$ cat src/temp_limit_cfg.svh
// Offsets, field positions, reset values and counts of the temperature result monitor.
`ifndef TEMP_LIMIT_CFG_SVH
`define TEMP_LIMIT_CFG_SVH

`define RES_W            10
`define LIM_W            8
`define NUM_CH           6
`define FLAG_W           12
`define ACC_W            14
`define AVG_CNT_W        4
`define AVG_SHIFT        4
`define AVG_LAST         4'hF

`define CH_INT           3'h0
`define CH_EXT           3'h1
`define CH_AIN2          3'h2
`define CH_AIN3          3'h3
`define CH_AIN4          3'h4
`define CH_SUP           3'h5

`define ADDR_FLAGS_A     8'h00
`define ADDR_FLAGS_B     8'h01
`define ADDR_LSB_A       8'h03
`define ADDR_LSB_B       8'h04
`define ADDR_SUP_MSB     8'h06
`define ADDR_INT_MSB     8'h07
`define ADDR_EXT_MSB     8'h08
`define ADDR_AIN2_MSB    8'h09
`define ADDR_AIN3_MSB    8'h0A
`define ADDR_AIN4_MSB    8'h0B
`define ADDR_CFG1        8'h18
`define ADDR_CFG2        8'h19
`define ADDR_MASK_A      8'h1D
`define ADDR_MASK_B      8'h1E
`define ADDR_INT_OFS     8'h1F
`define ADDR_SUP_HI      8'h23
`define ADDR_SUP_LO      8'h24
`define ADDR_INT_HI      8'h25
`define ADDR_INT_LO      8'h26
`define ADDR_EXT_HI      8'h27
`define ADDR_EXT_LO      8'h28
`define ADDR_AIN2_HI     8'h2B
`define ADDR_AIN2_LO     8'h2C
`define ADDR_AIN3_HI     8'h2D
`define ADDR_AIN3_LO     8'h2E
`define ADDR_AIN4_HI     8'h2F
`define ADDR_AIN4_LO     8'h30

`define CFG1_POL_BIT     3
`define CFG2_AVG_DIS_BIT 5

`define RST_BYTE         8'h00
`define RST_SUP_HI       8'hC7
`define RST_SUP_LO       8'h62
`define RST_INT_HI       8'h64
`define RST_INT_LO       8'hC9
`define RST_AIN_HI       8'hFF
`define RST_AIN_LO       8'h00

`endif

$ cat src/temp_limit_pkg.sv
// Types shared by the temperature result monitor.
`include "temp_limit_cfg.svh"

package temp_limit_pkg;

	typedef struct packed {
		logic [7:0]                              rd_data;
		logic [`FLAG_W-1:0]                      flags;
		logic [7:0]                              mask_a;
		logic [7:0]                              mask_b;
		logic [7:0]                              cfg1;
		logic [7:0]                              cfg2;
		logic [7:0]                              int_ofs;
		logic [`NUM_CH-1:0][`LIM_W-1:0]          lim_hi;
		logic [`NUM_CH-1:0][`LIM_W-1:0]          lim_lo;
		logic [`NUM_CH-1:0][`RES_W-1:0]          result;
		logic [1:0][`ACC_W-1:0]                  acc;
		logic [1:0][`AVG_CNT_W-1:0]              cnt;
		logic                                    irq;
	} state_t;

endpackage

$ cat src/temp_result_limit_monitor.sv
// Temperature and supply result formatting, averaging and limit monitor.
`timescale 1ns/1ps
`include "temp_limit_cfg.svh"

module temp_result_limit_monitor
	import temp_limit_pkg::*;
(
	// Clock and reset.
	input  wire logic             clk_in,
	input  wire logic             rst_b_in,
	// Converter results.
	input  wire logic             conv_valid_in,
	input  wire logic [2:0]       conv_channel_in,
	input  wire logic [`RES_W-1:0] conv_data_in,
	// Register port from the serial link.
	input  wire logic             reg_wr_in,
	input  wire logic             reg_rd_in,
	input  wire logic [7:0]       reg_addr_in,
	input  wire logic [7:0]       reg_wdata_in,
	output logic      [7:0]       reg_rdata_out,
	// Interrupt pin.
	output logic                  irq_out
);

	state_t st_ff;
	state_t nxt_st;

	// Bit 0 is the high event, bit 1 the low event.
	function automatic logic [1:0] limit_check(input logic [`RES_W-1:0] res,
		input logic [`LIM_W-1:0] hi, input logic [`LIM_W-1:0] lo, input logic sgn);
		logic [`LIM_W-1:0] top;
		top = res[`RES_W-1:`RES_W-`LIM_W];
		if (sgn)
		begin
			limit_check[0] = $signed(top) > $signed(hi);
			limit_check[1] = $signed(top) <= $signed(lo);
		end
		else
		begin
			limit_check[0] = top > hi;
			limit_check[1] = top <= lo;
		end
	endfunction

	////////////////////////////////////////////////////////////////////////////////
	always_comb
	begin
		logic [`ACC_W-1:0]  acc_new;
		logic [`RES_W-1:0]  value;
		logic               store;
		logic               tch;
		logic [2:0]         ch;
		logic [1:0]         hit;
		logic [`FLAG_W-1:0] set;
		logic [15:0]        mask;
		acc_new = '0;
		value   = conv_data_in;
		store   = 1'b0;
		ch      = conv_channel_in;
		tch     = (ch == `CH_INT) || (ch == `CH_EXT);
		hit     = 2'b00;
		set     = '0;
		nxt_st  = st_ff;
		mask    = {st_ff.mask_b, st_ff.mask_a};

		// Converter side.
		if (conv_valid_in && (ch <= `CH_SUP))
		begin
			if (tch && !st_ff.cfg2[`CFG2_AVG_DIS_BIT])
			begin
				// Raw codes are signed quarter degrees, so the sum keeps the scale.
				acc_new = st_ff.acc[ch[0]] + {{(`ACC_W-`RES_W){conv_data_in[`RES_W-1]}},
					conv_data_in};
				if (st_ff.cnt[ch[0]] == `AVG_LAST)
				begin
					value = acc_new[`RES_W+`AVG_SHIFT-1:`AVG_SHIFT];
					store = 1'b1;
					nxt_st.acc[ch[0]] = '0;
				end
				else
				begin
					nxt_st.acc[ch[0]] = acc_new;
				end
				nxt_st.cnt[ch[0]] = st_ff.cnt[ch[0]] + 1'b1;
			end
			else
			begin
				store = 1'b1;
			end
			if (store && (ch == `CH_INT))
			begin
				// Offset shares the quarter degree step; the sum wraps at the extremes.
				value = value + {{(`RES_W-8){st_ff.int_ofs[7]}}, st_ff.int_ofs};
			end
			if (store)
			begin
				nxt_st.result[ch] = value;
				hit = limit_check(value, st_ff.lim_hi[ch], st_ff.lim_lo[ch], tch);
				set[{ch, 1'b0}]  = hit[0] & ~mask[{ch, 1'b0}];
				set[{ch, 1'b1}]  = hit[1] & ~mask[{ch, 1'b1}];
			end
		end

		// Register reads; status bytes clear on read but a new event still lands.
		nxt_st.rd_data = 8'h00;
		if (reg_rd_in)
		begin
			case (reg_addr_in)
				`ADDR_FLAGS_A:
				begin
					nxt_st.rd_data = st_ff.flags[7:0];
					nxt_st.flags[7:0] = 8'h00;
				end
				`ADDR_FLAGS_B:
				begin
					nxt_st.rd_data = {4'h0, st_ff.flags[`FLAG_W-1:8]};
					nxt_st.flags[`FLAG_W-1:8] = 4'h0;
				end
				`ADDR_LSB_A:    nxt_st.rd_data = {4'h0, st_ff.result[`CH_SUP][1:0],
					st_ff.result[`CH_INT][1:0]};
				`ADDR_LSB_B:    nxt_st.rd_data = {st_ff.result[`CH_AIN4][1:0],
					st_ff.result[`CH_AIN3][1:0], st_ff.result[`CH_AIN2][1:0],
					st_ff.result[`CH_EXT][1:0]};
				`ADDR_SUP_MSB:  nxt_st.rd_data = st_ff.result[`CH_SUP][9:2];
				`ADDR_INT_MSB:  nxt_st.rd_data = st_ff.result[`CH_INT][9:2];
				`ADDR_EXT_MSB:  nxt_st.rd_data = st_ff.result[`CH_EXT][9:2];
				`ADDR_AIN2_MSB: nxt_st.rd_data = st_ff.result[`CH_AIN2][9:2];
				`ADDR_AIN3_MSB: nxt_st.rd_data = st_ff.result[`CH_AIN3][9:2];
				`ADDR_AIN4_MSB: nxt_st.rd_data = st_ff.result[`CH_AIN4][9:2];
				`ADDR_CFG1:     nxt_st.rd_data = st_ff.cfg1;
				`ADDR_CFG2:     nxt_st.rd_data = st_ff.cfg2;
				`ADDR_MASK_A:   nxt_st.rd_data = st_ff.mask_a;
				`ADDR_MASK_B:   nxt_st.rd_data = st_ff.mask_b;
				`ADDR_INT_OFS:  nxt_st.rd_data = st_ff.int_ofs;
				`ADDR_SUP_HI:   nxt_st.rd_data = st_ff.lim_hi[`CH_SUP];
				`ADDR_SUP_LO:   nxt_st.rd_data = st_ff.lim_lo[`CH_SUP];
				`ADDR_INT_HI:   nxt_st.rd_data = st_ff.lim_hi[`CH_INT];
				`ADDR_INT_LO:   nxt_st.rd_data = st_ff.lim_lo[`CH_INT];
				`ADDR_EXT_HI:   nxt_st.rd_data = st_ff.lim_hi[`CH_EXT];
				`ADDR_EXT_LO:   nxt_st.rd_data = st_ff.lim_lo[`CH_EXT];
				`ADDR_AIN2_HI:  nxt_st.rd_data = st_ff.lim_hi[`CH_AIN2];
				`ADDR_AIN2_LO:  nxt_st.rd_data = st_ff.lim_lo[`CH_AIN2];
				`ADDR_AIN3_HI:  nxt_st.rd_data = st_ff.lim_hi[`CH_AIN3];
				`ADDR_AIN3_LO:  nxt_st.rd_data = st_ff.lim_lo[`CH_AIN3];
				`ADDR_AIN4_HI:  nxt_st.rd_data = st_ff.lim_hi[`CH_AIN4];
				`ADDR_AIN4_LO:  nxt_st.rd_data = st_ff.lim_lo[`CH_AIN4];
				default:        nxt_st.rd_data = 8'h00;
			endcase
		end

		// Register writes.
		if (reg_wr_in)
		begin
			case (reg_addr_in)
				`ADDR_CFG1:    nxt_st.cfg1 = reg_wdata_in;
				`ADDR_CFG2:
				begin
					nxt_st.cfg2 = reg_wdata_in;
					// A half-filled sum would mix old and new modes, so restart it.
					if (reg_wdata_in[`CFG2_AVG_DIS_BIT] != st_ff.cfg2[`CFG2_AVG_DIS_BIT])
					begin
						nxt_st.acc = '0;
						nxt_st.cnt = '0;
					end
				end
				`ADDR_MASK_A:  nxt_st.mask_a = reg_wdata_in;
				`ADDR_MASK_B:  nxt_st.mask_b = reg_wdata_in;
				`ADDR_INT_OFS: nxt_st.int_ofs = reg_wdata_in;
				`ADDR_SUP_HI:  nxt_st.lim_hi[`CH_SUP] = reg_wdata_in;
				`ADDR_SUP_LO:  nxt_st.lim_lo[`CH_SUP] = reg_wdata_in;
				`ADDR_INT_HI:  nxt_st.lim_hi[`CH_INT] = reg_wdata_in;
				`ADDR_INT_LO:  nxt_st.lim_lo[`CH_INT] = reg_wdata_in;
				`ADDR_EXT_HI:  nxt_st.lim_hi[`CH_EXT] = reg_wdata_in;
				`ADDR_EXT_LO:  nxt_st.lim_lo[`CH_EXT] = reg_wdata_in;
				`ADDR_AIN2_HI: nxt_st.lim_hi[`CH_AIN2] = reg_wdata_in;
				`ADDR_AIN2_LO: nxt_st.lim_lo[`CH_AIN2] = reg_wdata_in;
				`ADDR_AIN3_HI: nxt_st.lim_hi[`CH_AIN3] = reg_wdata_in;
				`ADDR_AIN3_LO: nxt_st.lim_lo[`CH_AIN3] = reg_wdata_in;
				`ADDR_AIN4_HI: nxt_st.lim_hi[`CH_AIN4] = reg_wdata_in;
				`ADDR_AIN4_LO: nxt_st.lim_lo[`CH_AIN4] = reg_wdata_in;
				default:       nxt_st.cfg1 = nxt_st.cfg1;
			endcase
		end

		nxt_st.flags = nxt_st.flags | set;
		nxt_st.irq = (|nxt_st.flags) ~^ nxt_st.cfg1[`CFG1_POL_BIT];

		if (!rst_b_in)
		begin
			nxt_st         = '0;
			nxt_st.lim_hi  = {`NUM_CH{`RST_AIN_HI}};
			nxt_st.lim_lo  = {`NUM_CH{`RST_AIN_LO}};
			nxt_st.lim_hi[`CH_SUP] = `RST_SUP_HI;
			nxt_st.lim_lo[`CH_SUP] = `RST_SUP_LO;
			nxt_st.lim_hi[`CH_INT] = `RST_INT_HI;
			nxt_st.lim_lo[`CH_INT] = `RST_INT_LO;
			nxt_st.cfg2    = `RST_BYTE;
			nxt_st.irq     = 1'b1;
		end
	end

	////////////////////////////////////////////////////////////////////////////////
	always_ff @(posedge clk_in)
	begin
		st_ff <= nxt_st;
	end

	assign reg_rdata_out = st_ff.rd_data;
	assign irq_out       = st_ff.irq;

endmodule

$ cat config.mk
export PLATFORM = sky130hd
export DESIGN_NAME = temp_result_limit_monitor
export DESIGN_NICKNAME = d
export VERILOG_FILES = /design/src/temp_limit_pkg.sv /design/src/temp_result_limit_monitor.sv
export VERILOG_INCLUDE_DIRS = /design/src
export SDC_FILE = /design/constraint.sdc
export NUM_CORES = 1
export LEC_CHECK = 0
export BUFFER_PORTS_ARGS = -buffer_cell sky130_fd_sc_hd__buf_2
export CORE_UTILIZATION = 55
export CTS_CLUSTER_DIAMETER = 120
export DETAILED_ROUTE_END_ITERATION = 16
export PLACE_DENSITY = 0.72
export SYNTH_ARGS = -nofsm -noshare
export SYNTH_HDL_FRONTEND = slang
export SYNTH_SLANG_ARGS = --single-unit
$ cat constraint.sdc
create_clock -name clk_in -period 12.9 [get_ports clk_in]
set_input_delay 1.29 -clock clk_in [delete_from_list [all_inputs] [get_ports clk_in]]
set_output_delay 1.29 -clock clk_in [all_outputs]
set_load 0.005 [all_outputs]
; Yosys cells after proc, flatten, opt, wreduce, memory -nomap -nowiden
; Index checks and enable logic that the tools add are counted.
; Widths: inputs -> output; s select.
[word_totals]
register_bits = 253
input_bits = 34
output_inout_bits = 9
[op_classes]
n_addsub = 3
order_cmp = 13
eq_ne = 29
muxes = 65
bitwise_logic = 9
n_reduce_logical = 31
[ops]
columns = op, count
row1 = $pmux 8 s27, 1
row2 = $mux 36, 5
row3 = $mux 8, 17
row4 = $mux 116, 1
row5 = $eq 8x6->1 const B, 12
row6 = $bwmux 60, 1
row7 = $mux 10, 6
row8 = $bmux 8 s3, 2
row9 = $mux 14, 3
row10 = $eq 8x5->1 const B, 5
row11 = $reduce_and 2->1, 19
row12 = $mux 12, 3
row13 = $eq 8x4->1 const B, 4
row14 = $demux 10 s3, 1
row15 = $and 28x28->28, 1
row16 = $bwmux 28, 1
row17 = $mux 28, 1
row18 = $not 28->28, 1
row19 = $eq 8x3->1 const B, 3
row20 = $mux 4, 5
row21 = $gt 8x8->1, 2
row22 = $le 8x8->1, 2
row23 = $add 14x14->14, 1
row24 = $demux 14 s1, 1
row25 = other kinds (32), 52

; Logic depth before layout (Yosys ltp)
[logic_depth]
depth_word = 21
mapped_depth = 30
ltp_nobuf = 25

; Worst setup path before layout
; No wires, ideal clock.
[synth_timing]
path_type = input port to flip-flop
start = input conv_channel_in[0]
end = register st_ff, in the netlist irq_out
setup_time_ps = 121
arrival_time_ps = 7311
t_required_ps = 12779
setup_slack_ps = 5467
stages = 27
path_buffers = 5
path_cell_list = buf_4 > buf_2 > buf_2 > buf_2 > buf_2 > mux2_2 > ha_1 > fa_1 > a21o_1 > a21oi_1 > xnor2_1 > mux2_2 > ha_1 > fa_1 > a21o_1 > a21oi_1 > nand2b_1 > a211oi_1 > a21oi_1 > nand2_1 > ha_1 > a21o_1 > a2111o_1 > o211ai_1 > o2111ai_1 > o21bai_1 > mux2i_1
[synth_via]
elab_chain_len = 21
[synth_lines]
columns = element, line
row1 = from (decl), temp_result_limit_monitor.sv:13  ; input wire logic [2:0] conv_channel_in,
row2 = $mux 14 (implied by the code) or $mux 4 (tied branches) (2 in a row), "temp_result_limit_monitor.sv:72, temp_result_limit_monitor.sv:74"
row3 = $add 14x14->14 or $eq 4x4->1 (tied branches), --
row4 = $mux 10 or $mux 1 (tied branches), temp_result_limit_monitor.sv:74  ; if (st_ff.cnt[ch[0]] == `AVG_LAST)
row5 = $mux 10 or $mux 1 (tied branches), temp_result_limit_monitor.sv:69  ; if (tch && !st_ff.cfg2[`CFG2_AVG_DIS_BIT])
row6 = $mux 10 or $mux 1 (tied branches), temp_result_limit_monitor.sv:67  ; if (conv_valid_in && (ch <= `CH_SUP))
row7 = $add 10x10->10 or $logic_and 1x1->1 (tied branches), "temp_result_limit_monitor.sv:93, temp_result_limit_monitor.sv:90"
row8 = $mux 10, temp_result_limit_monitor.sv:90  ; if (store && (ch == `CH_INT))
row9 = $mux 10, temp_result_limit_monitor.sv:67
row10 = [4 not listed], --
row11 = $and 1x1->1, temp_result_limit_monitor.sv:99  ; set[{ch, 1'b0}] = hit[0] & ~mask[{ch, 1'b0}];
row12 = $and 12x11->12 (no source line), --
row13 = $bwmux 12, temp_result_limit_monitor.sv:100  ; set[{ch, 1'b1}] = hit[1] & ~mask[{ch, 1'b1}];
row14 = $mux 12, temp_result_limit_monitor.sv:95  ; if (store)
row15 = $mux 12 (*), temp_result_limit_monitor.sv:67
row16 = $or 12x12->12 (*), temp_result_limit_monitor.sv:185  ; nxt_st.flags = nxt_st.flags | set;
row17 = $reduce_or 12->1 (*), temp_result_limit_monitor.sv:186  ; nxt_st.irq = (|nxt_st.flags) ~^ nxt_st.cfg1[`CFG1_POL_BIT];
row18 = $xnor 1x1->1 (*), temp_result_limit_monitor.sv:186
row19 = to (signal assigned), temp_result_limit_monitor.sv:205  ; st_ff <= nxt_st;
row20 = to (decl), temp_result_limit_monitor.sv:25  ; state_t st_ff;
; Mark *: on every way between the ends. The rest lies on a longest branch, timed or not. The select of a mux whose other input is x is not followed.
; A chain may end at the register's enable or synchronous reset.

; Worst setup path in the final report
; Same ends and word-level chain as after synthesis.

==> qor.yml <==
grt_use_total_pct: 41.7
crit_path_start: "conv_channel_in[0]"
ant_nets: 0
grt_pass1_wl_mm: 81.0
synth_top_area_share_pct: 36.5
dp.cells: 1963
crit_cells: 24
ys_ff_latch: 253
numCtsBuffers: 28
drive_above_1_share_pct: 10.3
cp_slowest_stage_delay_ns: 0.68
clockBufferDepth: 3
whs_ns: 0.454
cp_top_family: "compound AO/OA/AOI/OAI gates"
setup_tns_ns: 0
yosys.area_share.simple_pct: 22.5
multi_input_area_sq_um: 8160
grt_setup_unrepaired: "false"
ys_async_sr_fraction_pct: 0
min_period_over_period_pct: 60.2
power.share.combinational_pct: 9.6
firstDrtPassIters: 7
reg2reg_to: "irq_out"
ios: 43
synthTopCellsByCount: "nand2_1 (279), dfxtp_1 (253), nor2_1 (175)"
antenna_found_initial: 1
die_height_microns: 161
p_per_area_nw_per_um2: 123
seq_area_sq_um: 5060
cts.repair.resized: 0
cp_cell_sequence: "buf_4, buf_4, mux2_2, ha_1, fa_1, a21o_1, a21oi_1, xnor2_1, mux2_2, ha_1, fa_1, a21o_1, a21oi_1, nand2b_1, a211oi_1, a21oi_1, nand2_1, ha_1, a21o_1, a2111o_1, o211ai_1, o2111ai_1, o21bai_1, mux2i_1"
cts.sinks: 253
layout.nets: 1744
setup_slack_ns: 5.13
ys_warn_count: 0
skew_ns: 0.0270
syn_area_per_cell_sq_um: 8.09
synth.area.top_cells: "dfxtp_1 (36%), nand2_1 (7.5%), mux2i_1 (6.7%)"
netlist-cell-type-count: 82
worst_pin_slew_ns: 1.16
gp_congestion: 1.09
worst-path-buf-inv: 2
yosysSeqAreaShare_pct: 36.5
wl_per_cell_microns: 26.9
cts_tree: "built"
viasPerCell: 6.85
synthMuxAreaShare_pct: 11.2
cp_slowest_cell: "buf_4"
clkTransAtPathRegs_ns: 0.06
end_kind: "flip-flop"
synth_most_common_cell: "nand2_1"
seqPwrFrac_pct: 43.1
grt_pass1_vias: 12600
synth-edff-count: 0
drc: 0
placementRows: 57
antennaDiodeCount: 0
crit_type: "in -> reg"
ctsHoldBuffers: 0
r2r_cells: 21
p_leak_nw: 5.63
max_freq_mhz: 129
num-fill-cells: 2208
overflow: 0
synthCells: 1716
relSlewSlack_pct: 22.4
placed_cell_area_sq_um: 14000
finalSetupViolCount: 0
clk_latency_ns: 0.56
regToRegSetupSlack_ns: 6.55
final_util_pct: 61.3
endpoint: "irq_out"
synth_xor_area_share_pct: 1.64
start_util_pct: 56.6
drv_slew: 0
p_int_mw: 1.38
drt-total-wl_mm: 54.2
synth_fa_ha_area_share_pct: 3.80
ir_drop_uv: 135
syn_nets: 1791
ys.flop_type: "dfxtp_1"
p_sw_mw: 0.462
core_sq_um: 24500
netSwitchingFraction_pct: 25.0
syn_to_final_growth_pct: 8.25
r2r_start: "st_ff[5]"
fin_area_sq_um: 15000
startpoint_type: "input port"
dieArea_sq_um: 25900
post-cts-setup-buffers: 0
hp-class: "reg -> reg"
stdcell_count: 2012
vias: 13800
drtIter0Drc: 2451
syn-cell-area_sq_um: 13900
required_ns: 13.34
clkPwrFrac_pct: 47.3
status: "finished, final reports clean"
port_buffers: 42
synth_top_family_by_area: "simple AND/OR/NAND/NOR gates"
finalPower_mw: 1.85
crit_arrival_ns: 8.21
pre_cts_ws_ns: 4.65
dp_hpwl_mm: 39.5
synth_compound_area_share_pct: 19.7
grt_max_degree: 78
hold_viol_final: 0
crit_path_max_fanout: 59
yosys.area.top_type: "dfxtp_1"
die_x_microns: 161
min_period_ns: 7.77
maxCapViolations: 0
cts_root_buf: "clkbuf_16"
cts_max_level: 1
==> worst min-delay path by stage <==
stage / end / cells after the start / startpoint / slack [ns]
after global routing: st_ff[205] / 2 / st_ff[205] / 0.48
after detailed placement: st_ff[2] / 2 / st_ff[2] / 0.45
final: st_ff[2] / 2 / st_ff[2] / 0.45
after CTS: st_ff[2] / 2 / st_ff[2] / 0.46
after floorplan: st_ff[22] / 2 / st_ff[22] / 0.43
after global placement: st_ff[22] / 2 / st_ff[22] / 0.44
==> per-layer routing <==
layer	part of all wire, %	routed length [microns]	vias up	global-route usage, %
met3	13	6920	178	9.01
met5	0.024	13	-	0
met2	41	22100	953	59.7
met1	41	22400	6574	60.1
met4	5.2	2810	2	17.8
li1	-	-	6071	-
==> tightest hold or removal path, stage by stage, from the launching register on <==
cell and delay (ns):
dfxtp_1 0.31, nand2_1 0.05, a21oi_1 0.05
==> power groups by stage <==
| stage | Clock (mW) | Sequential [mW] | Combinational (mW) |
|---|---|---|---|
| floorplan | 0 | 0.810 | 0.118 |
| global placement | 0 | 0.813 | 0.170 |
| detailed placement | 0 | 0.813 | 0.171 |
| CTS | 0.880 | 0.796 | 0.171 |
| global route | 0.906 | 0.796 | 0.188 |
| finish | 0.872 | 0.796 | 0.178 |
==> sequential cells by signal (all words and copies together), names as in the netlist <==
signal	cells
st_ff	244
irq_out	1
reg_rdata_out	8
==> cells in the final DEF, fill, tap and decap left out, types with 18 or more instances in the layout <==
cell / n
a211oi_1: 26
a22oi_1: 65
nand2_1: 279
mux2_2: 35
nor2b_1: 18
dfxtp_1: 253
nand3_1: 119
nor2_1: 175
buf_4: 18
mux2i_1: 93
o21ai_0: 54
clkbuf_16: 29
nor3_1: 27
ha_1: 39
a21oi_1: 131
buf_2: 41
==> kinds of logic (layout without fill, tap and decap cells) <==
| logic type | Yosys count | count (layout) |
|---|---|---|
| simple gates | 698 | 698 |
| compound gates | 410 | 410 |
| flops | 253 | 253 |
| buf+inv | 150 | 122 |
| mux | 138 | 138 |
| fa+ha+maj | 41 | 41 |
| xor+xnor | 26 | 26 |
==> area by class of cell <==
class | instances | area share (%)
inverter | 14 | 0.366
clock inverter | 11 | 1.26
timing repair buffer | 59 | 2.26
clock buffer | 38 | 5.45
sequential | 253 | 33.7
multi-input combinational | 1313 | 54.3
tap | 324 | 2.70
No activity file was read; power rests on OpenSTA's default activity.
